`config.mk`:
```
export PLATFORM = sky130hd
export DESIGN_NAME = charger_event_fault_interrupt_flags
export DESIGN_NICKNAME = d
export VERILOG_FILES = /design/src/logic/chg_irq_pkg.sv /design/src/logic/charger_event_fault_interrupt_flags.sv /design/src/logic/edge_catch.sv
export VERILOG_INCLUDE_DIRS = /design/src /design/src/logic
export SDC_FILE = /design/constraint.sdc
export NUM_CORES = 1
export LEC_CHECK = 0
export ABC_CLOCK_PERIOD_IN_PS = 1700
export BUFFER_PORTS_ARGS = -buffer_cell sky130_fd_sc_hd__buf_2
export CELL_PAD_IN_SITES_DETAIL_PLACEMENT = 1
export CELL_PAD_IN_SITES_GLOBAL_PLACEMENT = 2
export CORE_MARGIN = 2
export CORE_UTILIZATION = 24
export DETAILED_ROUTE_END_ITERATION = 6
export PLACE_DENSITY = 0.56
export SYNTH_ARGS = -nofsm -noshare
export SYNTH_HDL_FRONTEND = slang
export SYNTH_SLANG_ARGS = --single-unit
```
`constraint.sdc`:
```
create_clock -name CLK -period 1.7 [get_ports CLK]
set_clock_uncertainty 0.1 [all_clocks]
set_input_delay 0 -clock CLK [delete_from_list [all_inputs] [get_ports CLK]]
set_output_delay 0 -clock CLK [all_outputs]
set_load 0.02 [all_outputs]
```
`src/logic/chg_irq_defines.svh`:
```
// Offsets, field positions, reset values and timing values in ns of the flag block
`ifndef CHG_IRQ_DEFINES_SVH
`define CHG_IRQ_DEFINES_SVH

`define EVENT_FLAGS_ADDR 4'h9
`define FAULT_FLAGS_ADDR 4'ha
`define EVENT_MASK_ADDR 4'hb
`define FAULT_MASK_ADDR 4'hc
`define PRESET_ADDR 4'hd
`define PRESET_BIT 7
`define POWER_GOOD_BIT 7
`define INPUT_CURRENT_REG_BIT 6
`define INPUT_VOLTAGE_REG_BIT 5
`define THERMAL_REG_BIT 4
`define WATCHDOG_BIT 3
`define TERMINATION_BIT 2
`define CHARGE_STATE_BIT 0
`define INPUT_OVERVOLTAGE_BIT 7
`define THERMAL_SHUTDOWN_BIT 6
`define BATTERY_OVERVOLTAGE_BIT 5
`define FLYING_CAP_BIT 4
`define SAFETY_TIMER_BIT 3
`define CAP_PRECONDITION_BIT 2
`define WEAK_SOURCE_BIT 1
`define EVENT_VALID_MASK 8'hfd
`define FAULT_VALID_MASK 8'hfe
`define FLAG_RESET 8'h00
`define MASK_RESET 8'h00
`define IRQ_PULSE_NS 100
`define CLK_PERIOD_NS 10

`endif

```
`src/logic/chg_irq_pkg.sv`:
```
// Types shared by the flag block
package chg_irq_pkg;
    // Raw status inputs watched by the detectors
    typedef struct packed {
        logic power_good;
        logic input_current_regulation;
        logic input_voltage_regulation;
        logic thermal_regulation;
        logic watchdog_expired_status;
        logic termination;
        logic [2:0] charge_state_field;
        logic input_overvoltage;
        logic thermal_shutdown;
        logic battery_overvoltage;
        logic flying_cap_fault;
        logic safety_timer_expired;
        logic cap_precondition_status;
        logic weak_source_status;
    } status_type;

    // Register access from the serial management engine
    typedef struct packed {
        logic rd;
        logic wr;
        logic [3:0] addr;
        logic [7:0] wdata;
    } reg_req_type;
endpackage

```
`src/logic/charger_event_fault_interrupt_flags.sv`:
```
// Event and fault flag registers with masked interrupt pulse
`timescale 1ns/1ps
`default_nettype none
`include "chg_irq_defines.svh"
// Overview of operation
// - Fault flag register clears itself after the host reads it.
// - Event flag register clears itself after the host reads it.
// - Power-good toggle either way sets event bit 7.
// - Rising current, voltage, thermal regulation set event bits 6,5,4.
// - Rising watchdog-expired status sets event bit 3.
// - Rising termination indication sets event bit 2.
// - Any change of the charge state field sets event bit 0.
// - Reserved event bit 1 and fault bit 0 always read zero.
// - Rising input, thermal, battery overvoltage set fault bits 7,6,5.
// - Rising flying capacitor fault sets fault bit 4.
// - Rising safety timer expiry sets fault bit 3.
// - Rising precondition and weak source failures set fault bits 2,1.
// - Event mask 0 lets a pulse out, 1 suppresses it.
// - Fault mask 0 lets a pulse out, 1 suppresses it.
// - Both masks read/write and reset to zero.
// - Four fault statuses held cleared while watchdog expired.
// - Preset bit restores defaults, restarts safety timer, self-clears.
module charger_event_fault_interrupt_flags #(
    parameter int PULSE_NS = `IRQ_PULSE_NS
) (
    input wire logic CLK,
    input wire logic RST_N,
    input wire chg_irq_pkg::status_type STATUS,
    input wire chg_irq_pkg::reg_req_type REQ,
    output logic [7:0] RDATA,
    output logic IRQ_PULSE,
    output logic PRESET_PULSE,
    output logic SAFETY_TIMER_RESTART
);
    localparam int PULSE_CYC_RAW = PULSE_NS / `CLK_PERIOD_NS;
    localparam int PULSE_CYC = (PULSE_CYC_RAW < 1) ? 1 : PULSE_CYC_RAW;
    localparam int PCW = $clog2(PULSE_CYC + 1);

    // Refuse a pulse width the counter cannot serve
    if (PULSE_NS < 1) begin
        $error("pulse width must be positive");
    end

    logic [7:0] event_hit, fault_hit;
    logic wd_hold;
    logic [3:0] fault_gated;
    logic [7:0] event_flags_reg, event_flags_next;
    logic [7:0] fault_flags_reg, fault_flags_next;
    logic [7:0] event_mask_reg, event_mask_next;
    logic [7:0] fault_mask_reg, fault_mask_next;
    logic [7:0] rdata_reg, rdata_next;
    logic preset_reg, preset_next;
    logic [PCW-1:0] pulse_cnt_reg, pulse_cnt_next;
    logic irq_reg, irq_next;
    logic wd_s1_reg, wd_s2_reg, wd_s3_reg;
    logic wd_s1_next, wd_s2_next, wd_s3_next;
    logic preset_req;
    logic [7:0] event_raise, fault_raise;

    // Watchdog level, released once second and third stages agree low
    always_comb begin
        wd_s1_next = STATUS.watchdog_expired_status;
        wd_s2_next = wd_s1_reg;
        wd_s3_next = wd_s2_reg;
    end

    always_ff @(posedge CLK or negedge RST_N) begin
        if (!RST_N) begin
            wd_s1_reg <= 1'b0;
            wd_s2_reg <= 1'b0;
            wd_s3_reg <= 1'b0;
        end else begin
            wd_s1_reg <= wd_s1_next;
            wd_s2_reg <= wd_s2_next;
            wd_s3_reg <= wd_s3_next;
        end
    end

    // Statuses forced low while the watchdog has expired
    always_comb begin
        wd_hold = STATUS.watchdog_expired_status | wd_s2_reg | wd_s3_reg;
        fault_gated[3] = STATUS.input_overvoltage & ~wd_hold;
        fault_gated[2] = STATUS.thermal_shutdown & ~wd_hold;
        fault_gated[1] = STATUS.battery_overvoltage & ~wd_hold;
        fault_gated[0] = STATUS.flying_cap_fault & ~wd_hold;
    end

    // Event detectors
    edge_catch #(.WIDTH(1), .ANY_CHANGE(1'b1)) u_pg (
        .clk(CLK), .rst_n(RST_N), .din(STATUS.power_good),
        .hit(event_hit[`POWER_GOOD_BIT]));
    edge_catch #(.WIDTH(1)) u_icr (
        .clk(CLK), .rst_n(RST_N), .din(STATUS.input_current_regulation),
        .hit(event_hit[`INPUT_CURRENT_REG_BIT]));
    edge_catch #(.WIDTH(1)) u_ivr (
        .clk(CLK), .rst_n(RST_N), .din(STATUS.input_voltage_regulation),
        .hit(event_hit[`INPUT_VOLTAGE_REG_BIT]));
    edge_catch #(.WIDTH(1)) u_tr (
        .clk(CLK), .rst_n(RST_N), .din(STATUS.thermal_regulation),
        .hit(event_hit[`THERMAL_REG_BIT]));
    edge_catch #(.WIDTH(1)) u_wd (
        .clk(CLK), .rst_n(RST_N), .din(STATUS.watchdog_expired_status),
        .hit(event_hit[`WATCHDOG_BIT]));
    edge_catch #(.WIDTH(1)) u_term (
        .clk(CLK), .rst_n(RST_N), .din(STATUS.termination),
        .hit(event_hit[`TERMINATION_BIT]));
    edge_catch #(.WIDTH(3), .ANY_CHANGE(1'b1)) u_chs (
        .clk(CLK), .rst_n(RST_N), .din(STATUS.charge_state_field),
        .hit(event_hit[`CHARGE_STATE_BIT]));
    assign event_hit[1] = 1'b0;

    // Fault detectors
    edge_catch #(.WIDTH(1)) u_iov (
        .clk(CLK), .rst_n(RST_N), .din(fault_gated[3]),
        .hit(fault_hit[`INPUT_OVERVOLTAGE_BIT]));
    edge_catch #(.WIDTH(1)) u_tsd (
        .clk(CLK), .rst_n(RST_N), .din(fault_gated[2]),
        .hit(fault_hit[`THERMAL_SHUTDOWN_BIT]));
    edge_catch #(.WIDTH(1)) u_bov (
        .clk(CLK), .rst_n(RST_N), .din(fault_gated[1]),
        .hit(fault_hit[`BATTERY_OVERVOLTAGE_BIT]));
    edge_catch #(.WIDTH(1)) u_fly (
        .clk(CLK), .rst_n(RST_N), .din(fault_gated[0]),
        .hit(fault_hit[`FLYING_CAP_BIT]));
    edge_catch #(.WIDTH(1)) u_tmr (
        .clk(CLK), .rst_n(RST_N), .din(STATUS.safety_timer_expired),
        .hit(fault_hit[`SAFETY_TIMER_BIT]));
    edge_catch #(.WIDTH(1)) u_cap (
        .clk(CLK), .rst_n(RST_N), .din(STATUS.cap_precondition_status),
        .hit(fault_hit[`CAP_PRECONDITION_BIT]));
    edge_catch #(.WIDTH(1)) u_weak (
        .clk(CLK), .rst_n(RST_N), .din(STATUS.weak_source_status),
        .hit(fault_hit[`WEAK_SOURCE_BIT]));
    assign fault_hit[0] = 1'b0;

    // Flag and mask next values; set beats clear-on-read
    always_comb begin
        preset_req = REQ.wr && (REQ.addr == `PRESET_ADDR)
            && REQ.wdata[`PRESET_BIT];
        event_raise = event_hit & `EVENT_VALID_MASK;
        fault_raise = fault_hit & `FAULT_VALID_MASK;
        event_flags_next = event_flags_reg;
        fault_flags_next = fault_flags_reg;
        event_mask_next = event_mask_reg;
        fault_mask_next = fault_mask_reg;
        if (REQ.rd && REQ.addr == `EVENT_FLAGS_ADDR)
            event_flags_next = `FLAG_RESET;
        if (REQ.rd && REQ.addr == `FAULT_FLAGS_ADDR)
            fault_flags_next = `FLAG_RESET;
        if (REQ.wr && REQ.addr == `EVENT_MASK_ADDR)
            event_mask_next = REQ.wdata & `EVENT_VALID_MASK;
        if (REQ.wr && REQ.addr == `FAULT_MASK_ADDR)
            fault_mask_next = REQ.wdata & `FAULT_VALID_MASK;
        event_flags_next = event_flags_next | event_raise;
        fault_flags_next = fault_flags_next | fault_raise;
        if (preset_reg) begin
            event_flags_next = `FLAG_RESET;
            fault_flags_next = `FLAG_RESET;
            event_mask_next = `MASK_RESET;
            fault_mask_next = `MASK_RESET;
        end
        preset_next = preset_req;
    end

    always_ff @(posedge CLK or negedge RST_N) begin
        if (!RST_N) begin
            event_flags_reg <= `FLAG_RESET;
            fault_flags_reg <= `FLAG_RESET;
            event_mask_reg <= `MASK_RESET;
            fault_mask_reg <= `MASK_RESET;
            preset_reg <= 1'b0;
        end else begin
            event_flags_reg <= event_flags_next;
            fault_flags_reg <= fault_flags_next;
            event_mask_reg <= event_mask_next;
            fault_mask_reg <= fault_mask_next;
            preset_reg <= preset_next;
        end
    end

    // Read data, registered one cycle after the read
    always_comb begin
        rdata_next = 8'h00;
        if (REQ.rd) begin
            unique case (REQ.addr)
                `EVENT_FLAGS_ADDR: rdata_next = event_flags_reg;
                `FAULT_FLAGS_ADDR: rdata_next = fault_flags_reg;
                `EVENT_MASK_ADDR: rdata_next = event_mask_reg;
                `FAULT_MASK_ADDR: rdata_next = fault_mask_reg;
                default: rdata_next = 8'h00;
            endcase
        end
    end

    // Interrupt pulse of fixed width from unmasked sources
    always_comb begin
        pulse_cnt_next = pulse_cnt_reg;
        irq_next = irq_reg;
        if ((|(event_raise & ~event_mask_reg))
            || (|(fault_raise & ~fault_mask_reg))) begin
            pulse_cnt_next = PCW'(PULSE_CYC - 1);
            irq_next = 1'b1;
        end else if (pulse_cnt_reg != '0) begin
            pulse_cnt_next = pulse_cnt_reg - 1'b1;
        end else begin
            irq_next = 1'b0;
        end
    end

    always_ff @(posedge CLK or negedge RST_N) begin
        if (!RST_N) begin
            rdata_reg <= 8'h00;
            pulse_cnt_reg <= '0;
            irq_reg <= 1'b0;
        end else begin
            rdata_reg <= rdata_next;
            pulse_cnt_reg <= pulse_cnt_next;
            irq_reg <= irq_next;
        end
    end

    assign RDATA = rdata_reg;
    assign IRQ_PULSE = irq_reg;
    assign PRESET_PULSE = preset_reg;
    assign SAFETY_TIMER_RESTART = preset_reg;

    // Flag clear and set checks
    chk_event_clear: assert property (
        @(posedge CLK) disable iff (!RST_N)
        (REQ.rd && REQ.addr == `EVENT_FLAGS_ADDR && event_raise == 8'h00
         && !preset_reg) |=> event_flags_reg == 8'h00)
        else $error("event flags not cleared by read");
    chk_fault_clear: assert property (
        @(posedge CLK) disable iff (!RST_N)
        (REQ.rd && REQ.addr == `FAULT_FLAGS_ADDR && fault_raise == 8'h00
         && !preset_reg) |=> fault_flags_reg == 8'h00)
        else $error("fault flags not cleared by read");
    chk_reserved_zero: assert property (
        @(posedge CLK) disable iff (!RST_N)
        !event_flags_reg[1] && !fault_flags_reg[0]
        && !event_mask_reg[1] && !fault_mask_reg[0])
        else $error("reserved bit set");
    chk_pg_toggle: assert property (
        @(posedge CLK) disable iff (!RST_N)
        $changed(STATUS.power_good) ##2 !preset_reg
        |=> event_flags_reg[`POWER_GOOD_BIT])
        else $error("power good toggle missed");
    chk_charge_change: assert property (
        @(posedge CLK) disable iff (!RST_N)
        $changed(STATUS.charge_state_field) ##2 !preset_reg
        |=> event_flags_reg[`CHARGE_STATE_BIT])
        else $error("charge state change missed");
    chk_event_set: assert property (
        @(posedge CLK) disable iff (!RST_N)
        (event_raise != 8'h00 && !preset_reg)
        |=> (event_flags_reg & $past(event_raise)) == $past(event_raise))
        else $error("event flag not set");
    chk_fault_set: assert property (
        @(posedge CLK) disable iff (!RST_N)
        (fault_raise != 8'h00 && !preset_reg)
        |=> (fault_flags_reg & $past(fault_raise)) == $past(fault_raise))
        else $error("fault flag not set");
    chk_wd_hold: assert property (
        @(posedge CLK) disable iff (!RST_N)
        $past(wd_hold, 2) |-> fault_hit[7:4] == 4'h0)
        else $error("fault status not held under watchdog");

    // Interrupt pulse checks
    chk_masked_quiet: assert property (
        @(posedge CLK) disable iff (!RST_N)
        (!irq_reg && (event_raise & ~event_mask_reg) == 8'h00
         && (fault_raise & ~fault_mask_reg) == 8'h00) |=> !irq_reg)
        else $error("pulse from masked source");
    chk_event_pulse: assert property (
        @(posedge CLK) disable iff (!RST_N)
        (|(event_raise & ~event_mask_reg)) |=> irq_reg)
        else $error("unmasked event gave no pulse");
    chk_pulse_out: assert property (
        @(posedge CLK) disable iff (!RST_N)
        (|(fault_raise & ~fault_mask_reg)) |=> irq_reg)
        else $error("unmasked fault gave no pulse");

    // Register access and preset checks
    chk_read_data: assert property (
        @(posedge CLK) disable iff (!RST_N)
        (REQ.rd && REQ.addr == `EVENT_FLAGS_ADDR)
        |=> RDATA == $past(event_flags_reg))
        else $error("event flag read returned wrong data");
    chk_event_mask_write: assert property (
        @(posedge CLK) disable iff (!RST_N)
        (REQ.wr && REQ.addr == `EVENT_MASK_ADDR && !preset_reg)
        |=> event_mask_reg == ($past(REQ.wdata) & `EVENT_VALID_MASK))
        else $error("event mask write lost");
    chk_fault_mask_write: assert property (
        @(posedge CLK) disable iff (!RST_N)
        (REQ.wr && REQ.addr == `FAULT_MASK_ADDR && !preset_reg)
        |=> fault_mask_reg == ($past(REQ.wdata) & `FAULT_VALID_MASK))
        else $error("fault mask write lost");
    chk_preset_clear: assert property (
        @(posedge CLK) disable iff (!RST_N)
        preset_req |=> preset_reg ##1 (event_mask_reg == 8'h00
        && fault_mask_reg == 8'h00 && !preset_reg))
        else $error("preset did not restore defaults");
    chk_preset_once: assert property (
        @(posedge CLK) disable iff (!RST_N)
        (preset_reg && !preset_req) |=> !preset_reg)
        else $error("preset bit did not clear itself");

    // Scenario covers
    cov_event_pulse: cover property (@(posedge CLK) disable iff (!RST_N)
        (|(event_raise & ~event_mask_reg)) ##1 irq_reg);
    cov_masked_flag: cover property (@(posedge CLK) disable iff (!RST_N)
        (|(event_raise & event_mask_reg)) ##1 !irq_reg);
    cov_wd_hold: cover property (@(posedge CLK) disable iff (!RST_N)
        wd_hold && STATUS.input_overvoltage);
    cov_preset: cover property (@(posedge CLK) disable iff (!RST_N)
        preset_req);
endmodule
`default_nettype wire

```
`src/logic/edge_catch.sv`:
```
// Synchroniser and rising or change detector for one status signal
`timescale 1ns/1ps
`default_nettype none
module edge_catch #(
    parameter int WIDTH = 1,
    parameter bit ANY_CHANGE = 1'b0
) (
    input wire logic clk,
    input wire logic rst_n,
    input wire logic [WIDTH-1:0] din,
    output logic hit
);
    logic [WIDTH-1:0] s1_reg, s2_reg, s3_reg;
    logic [WIDTH-1:0] s1_next, s2_next, s3_next;

    // Refuse a width the detector cannot serve
    if (WIDTH < 1) begin
        $error("edge_catch width must be at least 1");
    end

    // Three stage pipeline, first stage read only by the second
    always_comb begin
        s1_next = din;
        s2_next = s1_reg;
        s3_next = s2_reg;
    end

    always_ff @(posedge clk or negedge rst_n) begin
        if (!rst_n) begin
            s1_reg <= '0;
            s2_reg <= '0;
            s3_reg <= '0;
        end else begin
            s1_reg <= s1_next;
            s2_reg <= s2_next;
            s3_reg <= s3_next;
        end
    end

    // Any change (ANY_CHANGE set) or a rise of bit 0 (ANY_CHANGE clear), seen once second and third stages disagree
    always_comb begin
        if (ANY_CHANGE)
            hit = (s2_reg != s3_reg);
        else
            hit = s2_reg[0] & ~s3_reg[0];
    end
endmodule
`default_nettype wire

```
==> results of run 1 <==
-- synth_stat cells (all sizes together) --
cell	count	area (um^2)
clkbuf	4	15.0
xnor2	4	35.0
a31oi	1	6.26
buf	5	32.5
or3	1	6.26
o221ai	1	8.76
and4bb	2	28.8
o2111a	1	12.5
nor3	5	25.0
ha	2	25.0
a21oi	22	110
inv	7	26.3
nor2b	12	97.6
mux2	6	67.6
and3b	2	17.5
a222oi	6	60.1
nor2	28	113
xor2	3	26.3
nand4	1	6.26
nor3b	11	87.6
nor4b	2	32.5
a2111oi	3	30.0
nand2	12	45.0
and2	4	25.0
mux2i	9	90.1
nand3	8	40.0
nand3b	4	30.0
dfrtp	90	2250
-- worst min-delay path: stages --
cell and delay [ns]:
buf_2 0.18, nand3b_1 0.18, nor3_1 0.08
-- through the flow --
step | cell area, um^2 | setup TNS, ns | instances | setup WS (ns) | total power, uW
3_3_place_gp | 3900 | -0.539 | 488 | -0.149 | 2910
5_1_grt | 4580 | -0.150 | 535 | -0.101 | 5080
4_1_cts | 4550 | 0 | 536 | 0.0131 | 4890
2_1_floorplan | 3350 | 0 | 256 | 0.217 | 2660
3_5_place_dp | 3900 | -0.567 | 488 | -0.165 | 2920
6_report | 4580 | 0 | 535 | 0.0174 | 4800
-- power groups by stage --
stage | logic, uW | registers [uW] | clock network [uW]
final | 546 | 2420 | 1840
after global routing | 613 | 2440 | 2030
after CTS | 549 | 2420 | 1930
after detailed placement | 472 | 2450 | 0
after global placement | 465 | 2450 | 0
after floorplan | 242 | 2420 | 0
-- cell type report --
type,instances,area (um^2),area share
Clock buffer,12,256,0.0561
Clock inverter,4,26.3,0.00574
Inverter,7,26.3,0.00574
Multi-Input combinational cell,150,1110,0.242
Sequential cell,90,2250,0.492
Tap cell,180,225,0.0492
Timing Repair Buffer,92,681,0.149
-- what timing repair did --
action	in CTS	in global routing
gates resized for setup	6	6
hold endpoints to repair	123	0
setup endpoints to repair	5	5
setup buffers	0	0
pin swaps	2	3
hold buffers	33	0
-- routing by layer --
metal	track usage	vias to the layer above	part of all wire
met5	0	-	0
met4	0.0546	0	0.023
met3	0.0276	14	0.037
met2	0.198	46	0.48
met1	0.167	1180	0.46
li1	-	1076	-
-- final timing paths --
kind / startpoint / to / slack (ns) / cells after the start
worst min register to register: u_bov.s1_reg / u_bov.s2_reg / 0.25 / 0
worst max register to register: u_tmr.s2_reg / pulse_cnt_reg[2] / 0.02 / 5
worst max-delay path: u_tmr.s2_reg / pulse_cnt_reg[2] / 0.02 / 5
worst min-delay path: REQ[8] / RDATA[0] / 0.06 / 3
max in group asynchronous: RST_N / RDATA[2] / 1.09 / 3
min in group asynchronous: RST_N / u_tr.s1_reg / 0.10 / 3
-- cells by family (layout without fill, tap and decap cells) --
kind of cell,Yosys count,after routing,synth area share
XOR/XNOR,7,7,0.0183
multiplexers,15,15,0.0470
AND/OR/NAND/NOR,92,92,0.165
buffers and inverters,16,115,0.0220
flip-flops,90,90,0.672
adder cells (fa/ha/maj),2,2,0.00746
AO/OA/AOI/OAI,34,34,0.0679
==> results_dict.tcl, run 1 <==
set metrics [dict create \
    worst_slew_pin_slew_ns 0.450 \
    cp_max_fo 5 \
    min_path_type "in2reg" \
    vias 2316 \
    rsz0062_at_grt "true" \
    clockPowerShare 0.383 \
    remaining_drc_errors 0 \
    layout.cells.most_common_list "90 x dfrtp_1, 41 x buf_2, 32 x dlygate4sd3_1" \
    worstSetupStartpointType "register" \
    combPwrFrac 0.114 \
    power_density_mw_per_mm2 1050 \
    fmax_ghz 0.594 \
    crit_required_ns 1.84 \
    dieArea_mm2 0.0149 \
    finalSetupViolCount 0 \
    slew-limit-headroom 0.700 \
    power.internal_uw 3660 \
    cts-htree-levels 3 \
    routed_wl_um 8410 \
    n_fill_cell 1518 \
    largest_reg_flops 8 \
    drv_slew 0 \
    utilization 0.332 \
    dp_hpwl_um 5580 \
    netlist_area_mm2 0.00335 \
    final_nets 384 \
    hold_viol 0 \
    root_buffer "clkbuf_16" \
    ir_drop_uv 459 \
    io_buffers 42 \
    post_drt_wl_per_cell_um 15.7 \
    cp_cell_sequence "nor3b_4 -> a2111oi_4 -> buf_4 -> o2111a_2 -> nor4b_4" \
    end_kind "register" \
    netSwitchingPower_uw 1150 \
    finalCriticalPeriod_ns 1.68 \
    synth_area_per_cell_um2 13.1 \
    chipHeight_um 122 \
    seq_area_frac_synth 0.672 \
    outcome "finished, final reports clean" \
    synth_nets 290 \
    clkTransAtPathRegs_ns 0.06 \
    numCtsBuffers 9 \
    grt_pass1_vias 2523 \
    die_w_um 122 \
    grt_overflow 0 \
    worstPathArrival_ns 1.82 \
    clock_path_buffers 2 \
    core_area_mm2 0.0138 \
    drv_cap 0 \
    avgViaCountPerCell 4.33 \
    grt_max_degree 64 \
    crit_buf_inv 1 \
    ys_types 34 \
    critPathSlowestCell "dfrtp_1" \
    grt_pass1_wl_um 13800 \
    fp-row-count 43 \
    antenna_found_initial 0 \
    grt_usage 0.126 \
    gp_congestion 0.742 \
    areaGrowthSynthToFinish_pct 36.5 \
    seqPwrFrac 0.503 \
    power.share.switching 0.239 \
    layout_commonest_cell "dfrtp_1" \
    cts_tree "yes" \
    worstSetupPathType "reg2reg" \
    cts_sinks 90 \
    drt-initial-drc-count 121 \
    drive_gt1_frac 0.256 \
    ant_nets 0 \
    ios 43 \
    antenna_cells 0 \
    ys.warnings.count 0 \
    drtPass1Iterations 5 \
    p_leak_uw 0.00201 \
    post-route-period-util 0.990 \
    synth-seq-cells 90 \
    cp_top_family "compound AO/OA/AOI/OAI gates" \
    hold_ws_ns 0.0570 \
    synthCells 256 \
    initial_utilization 0.243 \
    critical_path.max_stage_delay_ns 0.38 \
    insertion_delay_ns 0.33 \
]
No activity file was read; power rests on OpenSTA's default activity.
==> run 2, diff against run 1 <==
- CORE_ASPECT_RATIO: not set -> 1.4
==> results_dict.tcl, run 2 (same netlist as run 1, synthesis figures left out) <==
set metrics [dict create \
    finalCriticalPeriod_ns 1.65 \
    areaGrowthSynthToFinish_pct 37.3 \
    cp_max_fo 5 \
    antenna_found_initial 0 \
    antenna_cells 0 \
    grt_usage 0.125 \
    worstPathArrival_ns 1.80 \
    dieArea_mm2 0.0149 \
    root_buffer "clkbuf_16" \
    n_fill_cell 1535 \
    drive_gt1_frac 0.262 \
    routed_wl_um 8800 \
    fp-row-count 51 \
    worstSetupPathType "reg2reg" \
    grt_overflow 0 \
    cts_sinks 90 \
    p_leak_uw 0.00202 \
    die_w_um 104 \
    finalSetupViolCount 0 \
    worstSetupStartpointType "register" \
    hp-start "REQ[12]" \
    power_density_mw_per_mm2 1070 \
    grt_pass1_wl_um 14000 \
    numCtsBuffers 9 \
    cts-htree-levels 3 \
    clock_path_buffers 2 \
    initial_utilization 0.243 \
    reg2reg_from "u_tmr.s2_reg" \
    holdPathStages 4 \
    dp_hpwl_um 5930 \
    ios 43 \
    drv_cap 0 \
    crit_required_ns 1.84 \
    vias 2298 \
    remaining_drc_errors 0 \
    multi_input_area_mm2 0.00112 \
    insertion_delay_ns 0.34 \
    fmax_ghz 0.605 \
    ff2ff_path_depth 4 \
    clkTransAtPathRegs_ns 0.06 \
    seqCellArea_mm2 0.00225 \
    post_drt_wl_per_cell_um 16.3 \
    drv_slew 0 \
    hold_ws_ns 0.0285 \
    layout_commonest_cell "dfrtp_1" \
    avgViaCountPerCell 4.26 \
    ir_drop_uv 369 \
    largest_reg_flops 8 \
    cts_tree "yes" \
    utilization 0.334 \
    grt_max_degree 44 \
    p_total_uw 4910 \
    rr_endpoint "pulse_cnt_reg[2]" \
    whs_endpoint "fault_mask_reg[7]" \
    final_nets 384 \
    drt-initial-drc-count 94 \
    outcome "finished, final reports clean" \
    layout.cells.most_common_list "90 x dfrtp_1, 41 x buf_2, 31 x dlygate4sd3_1" \
    core_area_mm2 0.0138 \
    worst_slew_pin_slew_ns 0.580 \
    slew-limit-headroom 0.613 \
    stdcell_area_mm2 0.00460 \
    post-route-period-util 0.973 \
    ant_nets 0 \
    r2r_slack_ns 0.05 \
    tns_ns 0 \
    drtPass1Iterations 4 \
    hold_viol 0 \
    end_kind "register" \
    place_area_mm2 0.00390 \
    gp_congestion 0.728 \
    grt_pass1_vias 2524 \
    io_buffers 42 \
    min_path_type "in2reg" \
    chipHeight_um 144 \
]
[run 2: final cells by class]
class,instances,share of cell area
timing repair buffer,92,0.147
clock buffer,9,0.0489
multi-input combinational,150,0.243
sequential,90,0.489
clock inverter,7,0.0152
inverter,7,0.00571
tap,185,0.0503
[run 2: through the flow]
stage | worst slack [ns] | cells
4_1_cts | -0.0316 | 540
2_1_floorplan | 0.217 | 256
6_report | 0.0466 | 540
3_5_place_dp | -0.0659 | 493
5_1_grt | -0.0216 | 540
3_3_place_gp | -0.0587 | 493
[run 2: worst max-delay path by stage]
stage,start,to,slack [ns],depth (start not counted)
2_1_floorplan,u_term.s2_reg,pulse_cnt_reg[2],0.22,4
3_3_place_gp,u_tr.s2_reg,pulse_cnt_reg[2],-0.06,5
6_report,u_tmr.s2_reg,pulse_cnt_reg[2],0.05,4
3_5_place_dp,u_tr.s2_reg,pulse_cnt_reg[2],-0.07,5
5_1_grt,u_tmr.s2_reg,pulse_cnt_reg[2],-0.02,4
4_1_cts,u_fly.s2_reg,pulse_cnt_reg[2],-0.03,5
[run 2: critical path, stage by stage (launching register included)]
cell,delay (ns)
dfrtp_1,0.39
nor3b_4,0.17
a2111oi_4,0.34
o2111a_2,0.35
nor4b_4,0.21
[run 2: report_power, final]
| group | total, uW | switching, uW | internal, uW | leakage (uW) |
|---|---|---|---|---|
| logic | 535 | 265 | 271 | 0.000785 |
| registers | 2420 | 115 | 2310 | 0.00109 |
| clock network | 1960 | 823 | 1140 | 0.000145 |
[run 2: repair_timing]
action | in CTS | in global routing
hold buffers | 31 | 0
endpoints found under the setup margin | 4 | 5
resized for setup | 2 | 11
setup buffers | 0 | 1
pin swaps | 1 | 3
hold endpoints to repair | 80 | 0
[run 2: routing by layer]
metal	part of all wire	track usage
met5	0	0
met4	0.020	0.0576
met3	0.024	0.0177
met2	0.52	0.224
met1	0.43	0.149
